<file path="config.mk">
export PLATFORM = sky130hd
export DESIGN_NAME = brfwm_top
export DESIGN_NICKNAME = d
export VERILOG_FILES = /design/src/include/brfwm_pkg.sv /design/src/verilog/brfwm_top.sv
export VERILOG_INCLUDE_DIRS = /design/src /design/src/include
export SDC_FILE = /design/constraint.sdc
export NUM_CORES = 1
export LEC_CHECK = 0
export ABC_CLOCK_PERIOD_IN_PS = 11000
export BUFFER_PORTS_ARGS = -buffer_cell sky130_fd_sc_hd__buf_2
export CAP_MARGIN = 40
export CORE_ASPECT_RATIO = 0.75
export CORE_MARGIN = 2
export CORE_UTILIZATION = 40
export DETAILED_ROUTE_END_ITERATION = 10
export HOLD_SLACK_MARGIN = 0.15
export PLACE_DENSITY = 0.56
export SLEW_MARGIN = 20
export SYNTH_ARGS = -nofsm -noshare
export SYNTH_HDL_FRONTEND = slang
export SYNTH_SLANG_ARGS = --single-unit
</file>
<file path="constraint.sdc">
create_clock -name sys_clk_in -period 11 [get_ports sys_clk_in]
set_input_delay 1.65 -clock sys_clk_in [delete_from_list [all_inputs] [get_ports sys_clk_in]]
set_output_delay 1.65 -clock sys_clk_in [all_outputs]
set_load 0.01 [all_outputs]
</file>
<file path="src/include/brfwm_regs.svh">
/*
 * Register offsets, field positions and reset values of the block RAM queue.
 * Assumes byte addresses on an 8-bit register address and 32-bit data.
 */
`ifndef BRFWM_REGS_SVH
`define BRFWM_REGS_SVH

// ----------------------------------------
// Register offsets
// ----------------------------------------
`define BRFWM_OFS_CTRL      8'h00
`define BRFWM_OFS_FULL_THR  8'h04
`define BRFWM_OFS_AFULL_THR 8'h08
`define BRFWM_OFS_AEMPT_THR 8'h0C
`define BRFWM_OFS_STATUS    8'h10
`define BRFWM_OFS_INT_EN    8'h14
`define BRFWM_OFS_INT_CLR   8'h18
`define BRFWM_OFS_LEVEL     8'h1C

// ----------------------------------------
// Control fields
// ----------------------------------------
`define BRFWM_CTRL_QUEUE    0
`define BRFWM_CTRL_AMODE_LO 1
`define BRFWM_CTRL_BMODE_LO 3
`define BRFWM_CTRL_ASYNC    5
`define BRFWM_CTRL_W        6
`define BRFWM_CTRL_RST      6'h01

// ----------------------------------------
// Status and interrupt bits
// ----------------------------------------
`define BRFWM_ST_FULL       0
`define BRFWM_ST_AFULL      1
`define BRFWM_ST_AEMPT      2
`define BRFWM_ST_EMPTY      3
`define BRFWM_ST_OVER       4
`define BRFWM_ST_UNDER      5
`define BRFWM_ST_W          6

// ----------------------------------------
// Threshold reset values
// ----------------------------------------
`define BRFWM_FULL_RST      32'h0000000F
`define BRFWM_AFULL_RST     32'h0000000C
`define BRFWM_AEMPT_RST     32'h00000003

`endif

</file>
<file path="src/include/brfwm_pkg.sv">
/*
 * Types shared by the block RAM queue.
 * Assumes nothing of its surroundings.
 */
package brfwm_pkg;
	// ----------------------------------------
	// Per-port write behaviour
	// ----------------------------------------
	typedef enum logic [1:0] {
		BRFWM_NORMAL,
		BRFWM_THROUGH,
		BRFWM_RD_BEFORE_WR
	} brfwm_wmode_t;
endpackage

</file>
<file path="src/verilog/brfwm_top.sv">
/*
 * Block RAM with per-port write behaviour, usable as a plain two-port RAM or as a queue.
 * Assumes write and read clocks and all user pins are asynchronous to sys_clk_in and
 * at least four times slower than it; registers sit on a plain strobe port.
 */
// Decided for this implementation: strobed register access and the register addresses.
// What this block does
// RULE1 - Normal mode: write never shows on output
// RULE2 - Write-through mode: output copies written data
// RULE3 - Read-before-write: output shows old contents
// RULE4 - Writes qualified by enables on write clock
// RULE5 - Independent read side on read clock
// RULE6 - Generate full, almost-full, almost-empty, empty
// RULE7 - Full threshold programmable one to 2^N-1
// RULE8 - Full flags registered on write clock
// RULE9 - Empty flags registered on read clock
// RULE10 - Queue reset clears pointers and flags
// RULE11 - Rewind resets only the read pointer
// RULE12 - Output clears selectable synchronous or asynchronous
// RULE13 - Per-port clear affects only its port
// RULE14 - Active-low device clear clears both ports
// RULE15 - Pointers N bits, wrapping circularly
`include "brfwm_regs.svh"
module brfwm_top #(
	parameter int W  = 8,                       // Data width
	parameter int AW = 4                        // Address width N
) (
	input  wire logic          sys_clk_in,
	input  wire logic          rst_n_in,
	input  wire logic [7:0]    reg_addr_in,
	input  wire logic [31:0]   reg_wdata_in,
	input  wire logic          reg_wr_in,
	input  wire logic          reg_rd_in,
	output logic      [31:0]   reg_rdata_out,
	output logic               irq_out,
	input  wire logic          write_clock_in,
	input  wire logic          write_clock_enable_in,
	input  wire logic          wr_en_in,
	input  wire logic [W-1:0]  wr_data_in,
	input  wire logic [AW-1:0] a_addr_in,
	output logic      [W-1:0]  a_data_out,
	input  wire logic          read_clock_in,
	input  wire logic          read_clock_enable_in,
	input  wire logic          rd_en_in,
	input  wire logic          b_wr_en_in,
	input  wire logic [W-1:0]  b_data_in,
	input  wire logic [AW-1:0] b_addr_in,
	output logic      [W-1:0]  b_data_out,
	input  wire logic          queue_reset_in,
	input  wire logic          read_pointer_rewind_in,
	input  wire logic          port_a_output_clear_in,
	input  wire logic          port_b_output_clear_in,
	input  wire logic          device_wide_clear_n_in,
	output logic               full_flag_out,
	output logic               almost_full_flag_out,
	output logic               almost_empty_flag_out,
	output logic               empty_flag_out
);
	// ----------------------------------------
	// Local sizes and pin vector layout
	// ----------------------------------------
	localparam int DEPTH = 1 << AW;
	localparam int IW    = 12 + 2 * W + 2 * AW;     // Width of the synchronised pin bundle
	localparam int P_WCK = IW - 1;
	localparam int P_RCK = IW - 2;

	logic [1:0]     rst_sync_q;                    // Reset release chain
	logic           rst_n;                         // Released reset copy
	logic [IW-1:0]  pin_raw;                       // Pins gathered into one vector
	logic [IW-1:0]  s1_q, s2_q, s3_q;              // Three-stage synchroniser
	logic [IW-1:0]  flt_q, flt_d;                  // Value accepted once stages two and three agree
	logic           wck, rck, wce, wen, read_clock_enable, ren, bwe, qrst, rewind, clra, clrb, gclr_n;
	logic [W-1:0]   wdata, bdata;
	logic [AW-1:0]  aaddr, baddr;
	logic           wr_evt, rd_evt, push, pop, over, under;
	logic [W-1:0]   mem_q [DEPTH];                 // Storage, flip-flops
	logic [W-1:0]   mem_d [DEPTH];
	logic [AW-1:0]  wptr_q, wptr_d, rptr_q, rptr_d;
	logic [AW:0]    cnt_q, cnt_d;                  // Fill level, one bit wider than pointers
	logic [W-1:0]   adout_q, adout_d, bdout_q, bdout_d;
	logic           full_q, full_d, afull_q, afull_d, aempt_q, aempt_d, empty_q, empty_d;
	logic [`BRFWM_CTRL_W-1:0] ctrl_q, ctrl_d;     // Mode and clear style
	logic [AW-1:0]  fthr_q, fthr_d, afthr_q, afthr_d, aethr_q, aethr_d;
	logic [`BRFWM_ST_W-1:0] sts_q, sts_d, ien_q, ien_d, evt;
	logic [31:0]    rdata_q, rdata_d;
	logic           irq_q, irq_d;
	logic           qmode, async_clr;
	logic [1:0]     amode, bmode;

	// ----------------------------------------
	// Output selection by write behaviour
	// ----------------------------------------
	// Picks what a writing port shows: held value, new data or old contents
	function automatic logic [W-1:0] port_out(input logic [1:0] mode, input logic [W-1:0] old_v,
			input logic [W-1:0] new_v, input logic [W-1:0] cur_v);
		unique case (brfwm_pkg::brfwm_wmode_t'(mode))
			brfwm_pkg::BRFWM_NORMAL:       port_out = cur_v;   // [RULE1]
			brfwm_pkg::BRFWM_THROUGH:      port_out = new_v;   // [RULE2]
			brfwm_pkg::BRFWM_RD_BEFORE_WR: port_out = old_v;   // [RULE3]
			default:                       port_out = cur_v;   // Unused code behaves as normal
		endcase
	endfunction

	// ----------------------------------------
	// Reset release
	// ----------------------------------------
	// Two flops so release never lands near an edge
	always_ff @(posedge sys_clk_in or negedge rst_n_in) begin
		if (!rst_n_in) begin
			rst_sync_q <= 2'h0;
		end else begin
			rst_sync_q <= {rst_sync_q[0], 1'b1};
		end
	end
	assign rst_n = rst_sync_q[1];

	// ----------------------------------------
	// Pin synchronisation
	// ----------------------------------------
	assign pin_raw = {write_clock_in, read_clock_in, write_clock_enable_in, wr_en_in, read_clock_enable_in,
		rd_en_in, b_wr_en_in, queue_reset_in, read_pointer_rewind_in, port_a_output_clear_in,
		port_b_output_clear_in, device_wide_clear_n_in, wr_data_in, a_addr_in, b_data_in, b_addr_in};

	// A bit moves only when stages two and three agree, filtering one-sample glitches
	always_comb begin
		flt_d = (s3_q & ~(s2_q ^ s3_q)) | (flt_q & (s2_q ^ s3_q));
	end

	// Pin registers; all bits start low, so device clear reads active until pins settle
	always_ff @(posedge sys_clk_in or negedge rst_n) begin
		if (!rst_n) begin
			s1_q  <= '0;
			s2_q  <= '0;
			s3_q  <= '0;
			flt_q <= '0;
		end else begin
			s1_q  <= pin_raw;
			s2_q  <= s1_q;
			s3_q  <= s2_q;
			flt_q <= flt_d;
		end
	end

	assign {wck, rck, wce, wen, read_clock_enable, ren, bwe, qrst, rewind, clra, clrb, gclr_n, wdata, aaddr, bdata, baddr} = flt_q;
	assign qmode     = ctrl_q[`BRFWM_CTRL_QUEUE];
	assign amode     = ctrl_q[`BRFWM_CTRL_AMODE_LO +: 2];
	assign bmode     = ctrl_q[`BRFWM_CTRL_BMODE_LO +: 2];
	assign async_clr = ctrl_q[`BRFWM_CTRL_ASYNC];

	// ----------------------------------------
	// Datapath next state
	// ----------------------------------------
	always_comb begin
		mem_d   = mem_q;
		wptr_d  = wptr_q;
		rptr_d  = rptr_q;
		cnt_d   = cnt_q;
		adout_d = adout_q;
		bdout_d = bdout_q;
		full_d  = full_q;
		afull_d = afull_q;
		aempt_d = aempt_q;
		empty_d = empty_q;
		// Rising edges of the recovered port clocks, gated by their clock enables
		wr_evt = flt_d[P_WCK] & ~flt_q[P_WCK] & wce;     // [RULE4]
		rd_evt = flt_d[P_RCK] & ~flt_q[P_RCK] & read_clock_enable;     // [RULE5]
		push   = qmode & wr_evt & wen & (cnt_q < {1'b0, fthr_q});   // [RULE7]
		pop    = qmode & rd_evt & ren & (cnt_q != '0);
		over   = qmode & wr_evt & wen & ~push;
		under  = qmode & rd_evt & ren & ~pop;
		if (qmode) begin
			// Queue: port A writes at the write pointer, port B reads at the read pointer
			if (push) begin
				mem_d[wptr_q] = wdata;
				adout_d       = port_out(amode, mem_q[wptr_q], wdata, adout_q);
				wptr_d        = wptr_q + 1'b1;                 // [RULE15]
			end
			if (pop) begin
				bdout_d = mem_q[rptr_q];
				rptr_d  = rptr_q + 1'b1;                       // [RULE15]
			end
			cnt_d = cnt_q + {{AW{1'b0}}, push} - {{AW{1'b0}}, pop};
			// Rewind: data written since slot zero becomes readable again
			if (rewind) begin
				rptr_d = '0;                                   // [RULE11]
				cnt_d  = {1'b0, wptr_d};
			end
		end else begin
			// Plain RAM: each port reads or writes at its own address
			if (wr_evt) begin
				if (wen) begin
					mem_d[aaddr] = wdata;
					adout_d      = port_out(amode, mem_q[aaddr], wdata, adout_q);
				end else begin
					adout_d = mem_q[aaddr];
				end
			end
			// Port B is written last, so it wins a same-address collision
			if (rd_evt) begin
				if (bwe) begin
					mem_d[baddr] = bdata;
					bdout_d      = port_out(bmode, mem_q[baddr], bdata, bdout_q);
				end else begin
					bdout_d = mem_q[baddr];
				end
			end
		end
		// Full side flags sample the level on the write clock only
		if (wr_evt) begin
			full_d  = cnt_d >= {1'b0, fthr_q};                 // [RULE6] [RULE8]
			afull_d = cnt_d >= {1'b0, afthr_q};
		end
		// Empty side flags sample the level on the read clock only
		if (rd_evt) begin
			empty_d = cnt_d == '0;                             // [RULE6] [RULE9]
			aempt_d = cnt_d <= {1'b0, aethr_q};
		end
		// Queue reset overrides everything on the pointers and flags
		if (qrst) begin
			wptr_d  = '0;                                      // [RULE10]
			rptr_d  = '0;
			cnt_d   = '0;
			full_d  = 1'b0;
			afull_d = 1'b0;
			aempt_d = 1'b1;
			empty_d = 1'b1;
		end
		// Clears: asynchronous style acts at once, synchronous waits for its port clock
		if ((clra | ~gclr_n) & (async_clr | wr_evt)) begin
			adout_d = '0;                                      // [RULE12] [RULE13] [RULE14]
		end
		if ((clrb | ~gclr_n) & (async_clr | rd_evt)) begin
			bdout_d = '0;                                      // [RULE12] [RULE13] [RULE14]
		end
	end

	// Datapath registers
	always_ff @(posedge sys_clk_in or negedge rst_n) begin
		if (!rst_n) begin
			for (int i = 0; i < DEPTH; i++) begin
				mem_q[i] <= '0;
			end
			wptr_q  <= '0;
			rptr_q  <= '0;
			cnt_q   <= '0;
			adout_q <= '0;
			bdout_q <= '0;
			full_q  <= 1'b0;
			afull_q <= 1'b0;
			aempt_q <= 1'b1;
			empty_q <= 1'b1;
		end else begin
			mem_q   <= mem_d;
			wptr_q  <= wptr_d;
			rptr_q  <= rptr_d;
			cnt_q   <= cnt_d;
			adout_q <= adout_d;
			bdout_q <= bdout_d;
			full_q  <= full_d;
			afull_q <= afull_d;
			aempt_q <= aempt_d;
			empty_q <= empty_d;
		end
	end

	// ----------------------------------------
	// Register port and interrupt next state
	// ----------------------------------------
	always_comb begin
		ctrl_d  = ctrl_q;
		fthr_d  = fthr_q;
		afthr_d = afthr_q;
		aethr_d = aethr_q;
		ien_d   = ien_q;
		rdata_d = '0;
		// Sticky events: flag rises plus refused pushes and pops
		evt = '0;
		evt[`BRFWM_ST_FULL]  = full_d & ~full_q;
		evt[`BRFWM_ST_AFULL] = afull_d & ~afull_q;
		evt[`BRFWM_ST_AEMPT] = aempt_d & ~aempt_q;
		evt[`BRFWM_ST_EMPTY] = empty_d & ~empty_q;
		evt[`BRFWM_ST_OVER]  = over;
		evt[`BRFWM_ST_UNDER] = under;
		sts_d = sts_q;
		if (reg_wr_in) begin
			unique case (reg_addr_in)
				`BRFWM_OFS_CTRL:      ctrl_d  = reg_wdata_in[`BRFWM_CTRL_W-1:0];
				`BRFWM_OFS_FULL_THR:  fthr_d  = reg_wdata_in[AW-1:0];       // [RULE7]
				`BRFWM_OFS_AFULL_THR: afthr_d = reg_wdata_in[AW-1:0];
				`BRFWM_OFS_AEMPT_THR: aethr_d = reg_wdata_in[AW-1:0];
				`BRFWM_OFS_INT_EN:    ien_d   = reg_wdata_in[`BRFWM_ST_W-1:0];
				`BRFWM_OFS_INT_CLR:   sts_d   = sts_q & ~reg_wdata_in[`BRFWM_ST_W-1:0];
				default:              ;                                     // Unmapped writes dropped
			endcase
		end
		// Set after clear, so an event in the clearing cycle survives
		sts_d = sts_d | evt;
		if (reg_rd_in) begin
			unique case (reg_addr_in)
				`BRFWM_OFS_CTRL:      rdata_d[`BRFWM_CTRL_W-1:0] = ctrl_q;
				`BRFWM_OFS_FULL_THR:  rdata_d[AW-1:0] = fthr_q;
				`BRFWM_OFS_AFULL_THR: rdata_d[AW-1:0] = afthr_q;
				`BRFWM_OFS_AEMPT_THR: rdata_d[AW-1:0] = aethr_q;
				`BRFWM_OFS_STATUS:    rdata_d[`BRFWM_ST_W-1:0] = sts_q;
				`BRFWM_OFS_INT_EN:    rdata_d[`BRFWM_ST_W-1:0] = ien_q;
				`BRFWM_OFS_LEVEL:     rdata_d = {12'h000, 4'(full_q), 4'(empty_q), 12'(cnt_q)};
				default:              rdata_d = '0;                         // Unmapped and clear read zero
			endcase
		end
		irq_d = |(sts_d & ien_d);
	end

	// Register port registers
	always_ff @(posedge sys_clk_in or negedge rst_n) begin
		if (!rst_n) begin
			ctrl_q  <= `BRFWM_CTRL_RST;
			fthr_q  <= AW'(`BRFWM_FULL_RST);
			afthr_q <= AW'(`BRFWM_AFULL_RST);
			aethr_q <= AW'(`BRFWM_AEMPT_RST);
			ien_q   <= '0;
			sts_q   <= '0;
			rdata_q <= '0;
			irq_q   <= 1'b0;
		end else begin
			ctrl_q  <= ctrl_d;
			fthr_q  <= fthr_d;
			afthr_q <= afthr_d;
			aethr_q <= aethr_d;
			ien_q   <= ien_d;
			sts_q   <= sts_d;
			rdata_q <= rdata_d;
			irq_q   <= irq_d;
		end
	end

	assign reg_rdata_out         = rdata_q;
	assign irq_out               = irq_q;
	assign a_data_out            = adout_q;
	assign b_data_out            = bdout_q;
	assign full_flag_out         = full_q;
	assign almost_full_flag_out  = afull_q;
	assign almost_empty_flag_out = aempt_q;
	assign empty_flag_out        = empty_q;

	logic aclr_now;                                    // Port A clear acting this cycle
	assign aclr_now = (clra | ~gclr_n) & (async_clr | wr_evt);
endmodule
</file>
==> impl_metrics.xml, run 1 <==
<?xml version="1.0" encoding="UTF-8"?>
<metrics>
  <group name="global_routing">
    <metric name="grt_pass1_wl" unit="mm">108</metric>
    <metric name="grt_usage" unit="%">26.1</metric>
    <metric name="grt.busiest_layer" unit="">met1</metric>
    <metric name="grt_util_met3" unit="%">7.31</metric>
    <metric name="grt.met1_usage" unit="%">39.1</metric>
    <metric name="grt.overflow.total" unit="">0</metric>
    <metric name="grt_antenna_before_repair" unit="">2</metric>
    <metric name="grt_pass1_vias" unit="">16082</metric>
    <metric name="grt_start_max_net_pins" unit="">174</metric>
    <metric name="grtUsageMet2" unit="%">37.1</metric>
  </group>
  <group name="synth">
    <metric name="yosys_most_used_dff" unit="">sky130_fd_sc_hd__dfrtp_1</metric>
    <metric name="ys_top_cells_by_area" unit="">sky130_fd_sc_hd__dfrtp_1 (39%), sky130_fd_sc_hd__mux4_2 (15%), sky130_fd_sc_hd__mux2i_1 (9.1%), sky130_fd_sc_hd__a21oi_1 (6.4%), sky130_fd_sc_hd__nor2_1 (3.2%)</metric>
    <metric name="synthesis.instances" unit="">2008</metric>
    <metric name="ys_ff_latch" unit="">346</metric>
    <metric name="synth.distinct_cells" unit="">77</metric>
    <metric name="synth_enable_flop_cells" unit="">0</metric>
    <metric name="avgSynthCellArea" unit="sq um">10.6</metric>
    <metric name="synth-warning-count" unit="">0</metric>
    <metric name="postSynth.asyncResetShare" unit="%">100</metric>
    <metric name="yosysTopAreaCellShare" unit="%">39.4</metric>
    <metric name="netlist_area" unit="sq um">21300</metric>
    <metric name="synth.largest_area_cell" unit="">sky130_fd_sc_hd__dfrtp_1</metric>
    <metric name="ys_seq_area_share" unit="%">40.8</metric>
  </group>
  <group name="floorplan">
    <metric name="num_rows" unit="">73</metric>
    <metric name="die_w" unit="um">270</metric>
    <metric name="fp.dieArea" unit="sq um">55000</metric>
    <metric name="die_y" unit="um">204</metric>
    <metric name="initial_utilization" unit="%">40.3</metric>
    <metric name="core_footprint" unit="sq um">52800</metric>
    <metric name="io_pins" unit="">133</metric>
  </group>
  <group name="timing">
    <metric name="period_share" unit="%">50.7</metric>
    <metric name="period_minus_slack" unit="ns">5.58</metric>
    <metric name="finalHoldViolCount" unit="">0</metric>
    <metric name="fmax" unit="GHz">0.179</metric>
    <metric name="worst_slew_margin_rel" unit="%">34.2</metric>
    <metric name="fin_worst_skew" unit="ns">0.0155</metric>
    <metric name="grt_setup_unrepaired" unit="">false</metric>
    <metric name="max_slew_vio_count" unit="">0</metric>
    <metric name="finalSetupViolCount" unit="">0</metric>
    <metric name="totalNegativeSetupSlack" unit="ns">0</metric>
    <metric name="worst_slew_pin_slew" unit="ns">0.987</metric>
  </group>
  <group name="critical_path">
    <metric name="crit_path_max_fanout" unit="">11</metric>
    <metric name="cp.arrival" unit="ns">6.03</metric>
    <metric name="crit_chain" unit="">inv_1, ha_1, or4b_2, and4_1, nand2b_1, nand2_1, ha_1, fa_1, xor2_1, nor2_1, a21oi_1, mux2i_1, a31oi_1, ha_1, o21ai_0, a21oi_1, or4_4, o221ai_1, o311ai_1, a211o_1</metric>
    <metric name="startpoint_type" unit="">flip-flop</metric>
    <metric name="crit_path_end_kind" unit="">flip-flop</metric>
    <metric name="cpMostUsedCell" unit="">sky130_fd_sc_hd__ha_1</metric>
    <metric name="r2r_setup_slack" unit="ns">5.42</metric>
    <metric name="timing.critical_path.required" unit="ns">11.45</metric>
    <metric name="worst_path_largest_cell_delay" unit="ns">0.61</metric>
    <metric name="critical_path.slowest_cell" unit="">sky130_fd_sc_hd__or4b_2</metric>
    <metric name="timing.setup.critical_path_class" unit="">flip-flop to flip-flop</metric>
    <metric name="critical-path-top-delay-family" unit="">simple AND/OR/NAND/NOR gates</metric>
    <metric name="critical_path.n_buffers_inverters" unit="">1</metric>
  </group>
  <group name="clock_tree">
    <metric name="ctsHoldBuffers" unit="">0</metric>
    <metric name="cts_resized" unit="">0</metric>
    <metric name="cts-root-to-sink-buffers" unit="">3</metric>
    <metric name="clock_sink_count" unit="">346</metric>
    <metric name="cts.htree.levels" unit="">2</metric>
    <metric name="cts_tree" unit="">built</metric>
    <metric name="numCtsBuffers" unit="">39</metric>
    <metric name="clk_root_buffer_cell" unit="">sky130_fd_sc_hd__clkbuf_16</metric>
    <metric name="postCtsSetupRepairBufs" unit="">0</metric>
    <metric name="clk_transition_reported_paths" unit="ns">0.06</metric>
    <metric name="insertion_delay_of_the_later_clocked_pin_in_the_worst_skew_pair" unit="ns">0.57</metric>
  </group>
  <group name="detailed_routing">
    <metric name="vias_per_cell" unit="">6.26</metric>
    <metric name="remaining_drc_errors" unit="">0</metric>
    <metric name="firstDrtPassIters" unit="">6</metric>
    <metric name="wl_per_cell" unit="um">26.3</metric>
    <metric name="detailroute.via_count" unit="">17246</metric>
    <metric name="wirelength" unit="mm">72.4</metric>
    <metric name="postRouteAntennaNets" unit="">0</metric>
    <metric name="detail_route.iter0.violations" unit="">2095</metric>
  </group>
  <group name="job">
    <metric name="max_cap_violations" unit="">0</metric>
  </group>
  <group name="power_and_ir_drop">
    <metric name="power.density" unit="nW/um^2">217</metric>
    <metric name="vdd_drop_max" unit="uV">108</metric>
    <metric name="total_power" unit="mW">5.13</metric>
    <metric name="cellLeakagePower" unit="nW">9.86</metric>
  </group>
  <group name="layout">
    <metric name="antenna_cells_inserted" unit="">0</metric>
    <metric name="post_route_cells_drive_above_1_share" unit="%">20.4</metric>
    <metric name="number_of_fill_cells" unit="">5006</metric>
    <metric name="synthToLayoutAreaGrowth" unit="%">11.4</metric>
    <metric name="finish.net_count" unit="">2123</metric>
  </group>
  <group name="placement">
    <metric name="finalWeightedCongestion" unit="">0.983</metric>
    <metric name="portBuffers" unit="">82</metric>
    <metric name="detailedPlacementHpwl" unit="mm">49.6</metric>
  </group>
  <group name="outcome">
    <metric name="status" unit="">complete, no violations</metric>
  </group>
  <group name="min_path">
    <metric name="worst_hold_path_type" unit="">flip-flop to flip-flop</metric>
  </group>
</metrics>
-- registers in the layout (all words and copies together) (netlist names), 5 cells and up, named ones only --
register       cells
reg_rdata_out      8
s3_q              36
ctrl_q             6
a_data_out         8
s1_q              36
s2_q              36
mem_q            128
b_data_out         8
sts_q              6
cnt_q              5
ien_q              6
-- power breakdown --
| group | total [mW] | leakage (nW) | switching [mW] | internal (mW) |
|---|---|---|---|---|
| registers | 2.10 | 4.08 | 0.523 | 1.57 |
| clock network | 1.31 | 0.611 | 0.558 | 0.756 |
| logic | 1.72 | 5.17 | 0.840 | 0.883 |
| total | 5.13 | 9.86 | 1.92 | 3.21 |
-- final cells by class --
cell class | count | area, sq um | area share, %
flip-flops and latches | 346 | 8690 | 36.7
well taps | 712 | 891 | 3.76
clock buffers | 50 | 1060 | 4.47
inverters | 30 | 113 | 0.476
multi-input cells | 1451 | 11700 | 49.2
repair buffers | 146 | 1070 | 4.51
clock inverters | 19 | 201 | 0.851
-- per-stage QoR --
stage	worst slack [ns]	util [%]	std cells	area, sq um	hold slack [ns]
final	5.42	44.8	2754	23700	0.344
after global routing	5.08	44.8	2754	23700	0.347
after CTS	5.46	44.5	2744	23500	0.344
after detailed placement	5.47	42.1	2675	22200	0.335
after global placement	5.54	41.8	2658	22100	0.331
after floorplan	0.662	-	2031	21300	0.331
-- metal layers --
layer / share of wire (%) / wire, um / up-vias
li1: - / - / 7485
met2: 42 / 30700 / 885
met4: 1.9 / 1390 / 0
met5: 0 / 0 / -
met1: 44 / 32100 / 8760
met3: 11 / 8160 / 116
-- worst paths after layout --
| check | from | end | depth (start not counted) |
|---|---|---|---|
| hold reg to reg | s1_q[9]$_DFF_PN0_ | s2_q[9]$_DFF_PN0_ | 0 |
| setup / recovery | cnt_q[3]$_DFF_PN0_ | irq_out$_DFF_PN0_ | 20 |
| min in group asynchronous | rst_sync_q[1]$_DFF_PN0_ | s1_q[31]$_DFF_PN0_ | 0 |
| setup reg to reg | cnt_q[3]$_DFF_PN0_ | irq_out$_DFF_PN0_ | 20 |
| max in group asynchronous | rst_sync_q[1]$_DFF_PN0_ | asynchronous set/reset pin | 4 |
| hold / removal | s1_q[9]$_DFF_PN0_ | s2_q[9]$_DFF_PN0_ | 0 |
-- layout by cell type, fill, tap and decap left out, types with 14 or more instances in the layout --
master / instances
sky130_fd_sc_hd__mux4_2: 140
sky130_fd_sc_hd__dfrtp_1: 327
sky130_fd_sc_hd__mux2_2: 20
sky130_fd_sc_hd__nor2_1: 179
sky130_fd_sc_hd__o22ai_1: 14
sky130_fd_sc_hd__nand3_1: 31
sky130_fd_sc_hd__mux2i_1: 193
sky130_fd_sc_hd__o21ai_0: 101
sky130_fd_sc_hd__buf_2: 84
sky130_fd_sc_hd__nand2_1: 115
sky130_fd_sc_hd__conb_1: 25
sky130_fd_sc_hd__a22oi_1: 24
sky130_fd_sc_hd__clkbuf_16: 39
sky130_fd_sc_hd__maj3_1: 36
sky130_fd_sc_hd__buf_4: 50
sky130_fd_sc_hd__a211oi_1: 75
sky130_fd_sc_hd__ha_1: 28
sky130_fd_sc_hd__nor2b_1: 18
sky130_fd_sc_hd__inv_1: 29
sky130_fd_sc_hd__a21oi_1: 273
-- cells by family (layout without fill, tap and decap cells) --
logic type | after synthesis | count (layout) | synth area share, %
fa+ha+maj | 65 | 65 | 3.44
mux | 353 | 353 | 25.0
flops | 346 | 346 | 40.8
buf+inv | 234 | 245 | 4.79
other cells | 2 | 25 | 0.0353
compound gates | 553 | 553 | 15.4
xor+xnor | 6 | 6 | 0.247
simple gates | 449 | 449 | 10.3
-- cells in the mapped netlist, types with 24 or more instances --
cell and number:
sky130_fd_sc_hd__nand2_1 115, sky130_fd_sc_hd__maj3_1 36, sky130_fd_sc_hd__a21oi_1 273, sky130_fd_sc_hd__nor2_1 179, sky130_fd_sc_hd__o21ai_0 101, sky130_fd_sc_hd__dfrtp_1 335, sky130_fd_sc_hd__buf_4 27, sky130_fd_sc_hd__a211oi_1 75
sky130_fd_sc_hd__buf_2 30, sky130_fd_sc_hd__mux4_2 140, sky130_fd_sc_hd__mux2i_1 193, sky130_fd_sc_hd__a22oi_1 24, sky130_fd_sc_hd__nand3_1 31, sky130_fd_sc_hd__ha_1 28, sky130_fd_sc_hd__clkbuf_1 135, sky130_fd_sc_hd__inv_1 29
Note: power is estimated with default switching activity, not from simulation.
==> run 2, diff against run 1 <==
- ABC_CLOCK_PERIOD_IN_PS: 11000 -> 5500
- PLACE_DENSITY: 0.56 -> 0.53
- clock period: 11 -> 5.5 ns (I/O delays scaled with it)
==> run 2 against run 1 <==
Register-to-register slack got worse by 4.9 ns. Cell area down 0.21%. Utilization shrank 0.092 points. Largest cell class unchanged.
==> impl_metrics.xml, run 2 (synthesis results as in run 1) <==
<?xml version="1.0" encoding="UTF-8"?>
<metrics>
  <group name="timing">
    <metric name="fmax" unit="GHz">0.199</metric>
    <metric name="worst_slew_pin_slew" unit="ns">1.04</metric>
    <metric name="finalSetupViolCount" unit="">0</metric>
    <metric name="worst_hold_slack" unit="ns">0.202</metric>
    <metric name="worst_slew_margin_rel" unit="%">31.0</metric>
    <metric name="fin_worst_skew" unit="ns">0.0175</metric>
    <metric name="finalHoldViolCount" unit="">0</metric>
    <metric name="period_share" unit="%">91.4</metric>
    <metric name="totalNegativeSetupSlack" unit="ns">0</metric>
    <metric name="final.setup.worst_slack" unit="ns">0.475</metric>
    <metric name="grt_setup_unrepaired" unit="">false</metric>
    <metric name="period_minus_slack" unit="ns">5.02</metric>
    <metric name="max_slew_vio_count" unit="">0</metric>
  </group>
  <group name="critical_path">
    <metric name="critical_path.n_buffers_inverters" unit="">2</metric>
    <metric name="worst_path_largest_cell_delay" unit="ns">0.62</metric>
    <metric name="critical_path.slowest_cell" unit="">sky130_fd_sc_hd__or4b_2</metric>
    <metric name="cp.arrival" unit="ns">5.48</metric>
    <metric name="critical-path-top-delay-family" unit="">simple AND/OR/NAND/NOR gates</metric>
    <metric name="timing.setup.critical_path_class" unit="">flip-flop to flip-flop</metric>
    <metric name="crit_path_max_fanout" unit="">11</metric>
    <metric name="startpoint_type" unit="">flip-flop</metric>
    <metric name="crit_chain" unit="">inv_1, ha_1, or4b_2, and4_1, nand2b_1, nand2_1, ha_1, fa_1, xor2_1, nor2_1, a21oi_1, mux2i_1, a31oi_1, buf_4, ha_1, o21ai_0, a21oi_1, nor4b_1, o311ai_1, a211o_1</metric>
    <metric name="crit_path_end_kind" unit="">flip-flop</metric>
    <metric name="timing.critical_path.required" unit="ns">5.96</metric>
    <metric name="cpMostUsedCell" unit="">sky130_fd_sc_hd__ha_1</metric>
  </group>
  <group name="global_routing">
    <metric name="grt_usage" unit="%">26.6</metric>
    <metric name="grt_pass1_wl" unit="mm">109</metric>
    <metric name="grt.overflow.total" unit="">0</metric>
    <metric name="grt_antenna_before_repair" unit="">4</metric>
    <metric name="grt_pass1_vias" unit="">16319</metric>
    <metric name="grt_start_max_net_pins" unit="">169</metric>
  </group>
  <group name="floorplan">
    <metric name="die_y" unit="um">204</metric>
    <metric name="fp.dieArea" unit="sq um">55000</metric>
    <metric name="io_pins" unit="">133</metric>
    <metric name="core_footprint" unit="sq um">52800</metric>
    <metric name="initial_utilization" unit="%">40.3</metric>
    <metric name="die_w" unit="um">270</metric>
    <metric name="num_rows" unit="">73</metric>
  </group>
  <group name="detailed_routing">
    <metric name="wl_per_cell" unit="um">26.5</metric>
    <metric name="routed_metal_1_wire_length" unit="mm">32.4</metric>
    <metric name="detailroute.via_count" unit="">17223</metric>
    <metric name="detail_route.iter0.violations" unit="">2329</metric>
    <metric name="firstDrtPassIters" unit="">6</metric>
    <metric name="postRouteAntennaNets" unit="">0</metric>
    <metric name="remaining_drc_errors" unit="">0</metric>
    <metric name="met2WireLength" unit="mm">29.2</metric>
    <metric name="dr.max_layer_used" unit="">met5</metric>
    <metric name="vias_per_cell" unit="">6.25</metric>
    <metric name="wirelength" unit="mm">73.0</metric>
    <metric name="dr_wl_met3" unit="mm">9.12</metric>
  </group>
  <group name="clock_tree">
    <metric name="cts-root-to-sink-buffers" unit="">3</metric>
    <metric name="clk_transition_reported_paths" unit="ns">0.07</metric>
    <metric name="cts_resized" unit="">0</metric>
    <metric name="numCtsBuffers" unit="">38</metric>
    <metric name="postCtsSetupRepairBufs" unit="">0</metric>
    <metric name="clk_root_buffer_cell" unit="">sky130_fd_sc_hd__clkbuf_16</metric>
    <metric name="insertion_delay_of_the_later_clocked_pin_in_the_worst_skew_pair" unit="ns">0.57</metric>
    <metric name="ctsHoldBuffers" unit="">1</metric>
    <metric name="clock_sink_count" unit="">346</metric>
    <metric name="cts.htree.levels" unit="">2</metric>
    <metric name="cts_tree" unit="">built</metric>
  </group>
  <group name="power_and_ir_drop">
    <metric name="cellLeakagePower" unit="nW">9.86</metric>
    <metric name="vdd_drop_max" unit="uV">246</metric>
    <metric name="power.density" unit="nW/um^2">439</metric>
    <metric name="total_power" unit="mW">10.4</metric>
  </group>
  <group name="placement">
    <metric name="portBuffers" unit="">82</metric>
    <metric name="detailedPlacementHpwl" unit="mm">50.5</metric>
    <metric name="finalWeightedCongestion" unit="">0.978</metric>
    <metric name="detailedPlace.worstSlack" unit="ns">0.512</metric>
  </group>
  <group name="layout">
    <metric name="finish.net_count" unit="">2124</metric>
    <metric name="largest_register_ffs" unit="">128</metric>
    <metric name="most_flop_heavy_register" unit="">mem_q</metric>
    <metric name="antenna_cells_inserted" unit="">0</metric>
    <metric name="post_route_cells_drive_above_1_share" unit="%">20.5</metric>
    <metric name="synthToLayoutAreaGrowth" unit="%">11.2</metric>
    <metric name="layout_common_cells" unit="">sky130_fd_sc_hd__dfrtp_1 (328), sky130_fd_sc_hd__a21oi_1 (273), sky130_fd_sc_hd__mux2i_1 (193), sky130_fd_sc_hd__nor2_1 (178), sky130_fd_sc_hd__mux4_2 (140)</metric>
    <metric name="mostFrequentLayoutCell" unit="">sky130_fd_sc_hd__dfrtp_1</metric>
  </group>
  <group name="outcome">
    <metric name="status" unit="">complete, no violations</metric>
  </group>
  <group name="min_path">
    <metric name="worst_hold_path_type" unit="">flip-flop to asynchronous set/reset pin</metric>
  </group>
  <group name="job">
    <metric name="max_cap_violations" unit="">0</metric>
  </group>
</metrics>
==> run 2: cell types whose count changed in the layout (fill, tap and decap cells not counted), sizes merged <==
cell	change
buf	-1
bufinv	+2
clkbuf	+2
clkinv	+1
clkinvlp	-2
dlygate4sd3	+1
==> run 2: final timing paths <==
check / to / from / slack [ns] / cells after the start
max: irq_out$_DFF_PN0_ / cnt_q[2]$_DFF_PN0_ / 0.48 / 20
min: mem_q[0]$_DFFE_PN0P_ / rst_sync_q[1]$_DFF_PN0_ / 0.20 / 0
max reg2reg: irq_out$_DFF_PN0_ / cnt_q[2]$_DFF_PN0_ / 0.48 / 20
min reg2reg: mem_q[0]$_DFFE_PN0P_ / rst_sync_q[1]$_DFF_PN0_ / 0.20 / 0
max in group asynchronous: asynchronous set/reset pin / rst_sync_q[1]$_DFF_PN0_ / 3.93 / 1
min in group sys_clk_in: s2_q[8]$_DFF_PN0_ / s1_q[8]$_DFF_PN0_ / 0.35 / 0
==> run 2: through the flow <==
| stage | std cells | util (%) | instance area, sq um |
|---|---|---|---|
| 4_1_cts | 2751 | 44.6 | 23600 |
| 3_5_place_dp | 2680 | 42.1 | 22200 |
| 5_1_grt | 2757 | 44.8 | 23600 |
| 2_1_floorplan | 2031 | - | 21300 |
| 3_3_place_gp | 2666 | 41.9 | 22100 |
| 6_report | 2757 | 44.8 | 23600 |
==> run 2: layer usage <==
layer  global-route usage, %  up-vias
li1                        -     7495
met1                    38.8     8662
met2                    35.9      914
met3                    9.95      146
met4                    9.08        6
met5                       0        -
==> run 2: power breakdown <==
group / internal, mW / switching (mW)
Clock: 1.60 / 1.13
Combinational: 1.75 / 1.60
Sequential: 3.14 / 1.14
==> run 2: layout make-up <==
cell class	count	area [sq um]
fill	5037	29200
timing repair buffer	148	961
tap	712	891
clock inverter	20	259
sequential	346	8690
clock buffer	50	1060
inverter	30	113
multi-input combinational	1451	11700
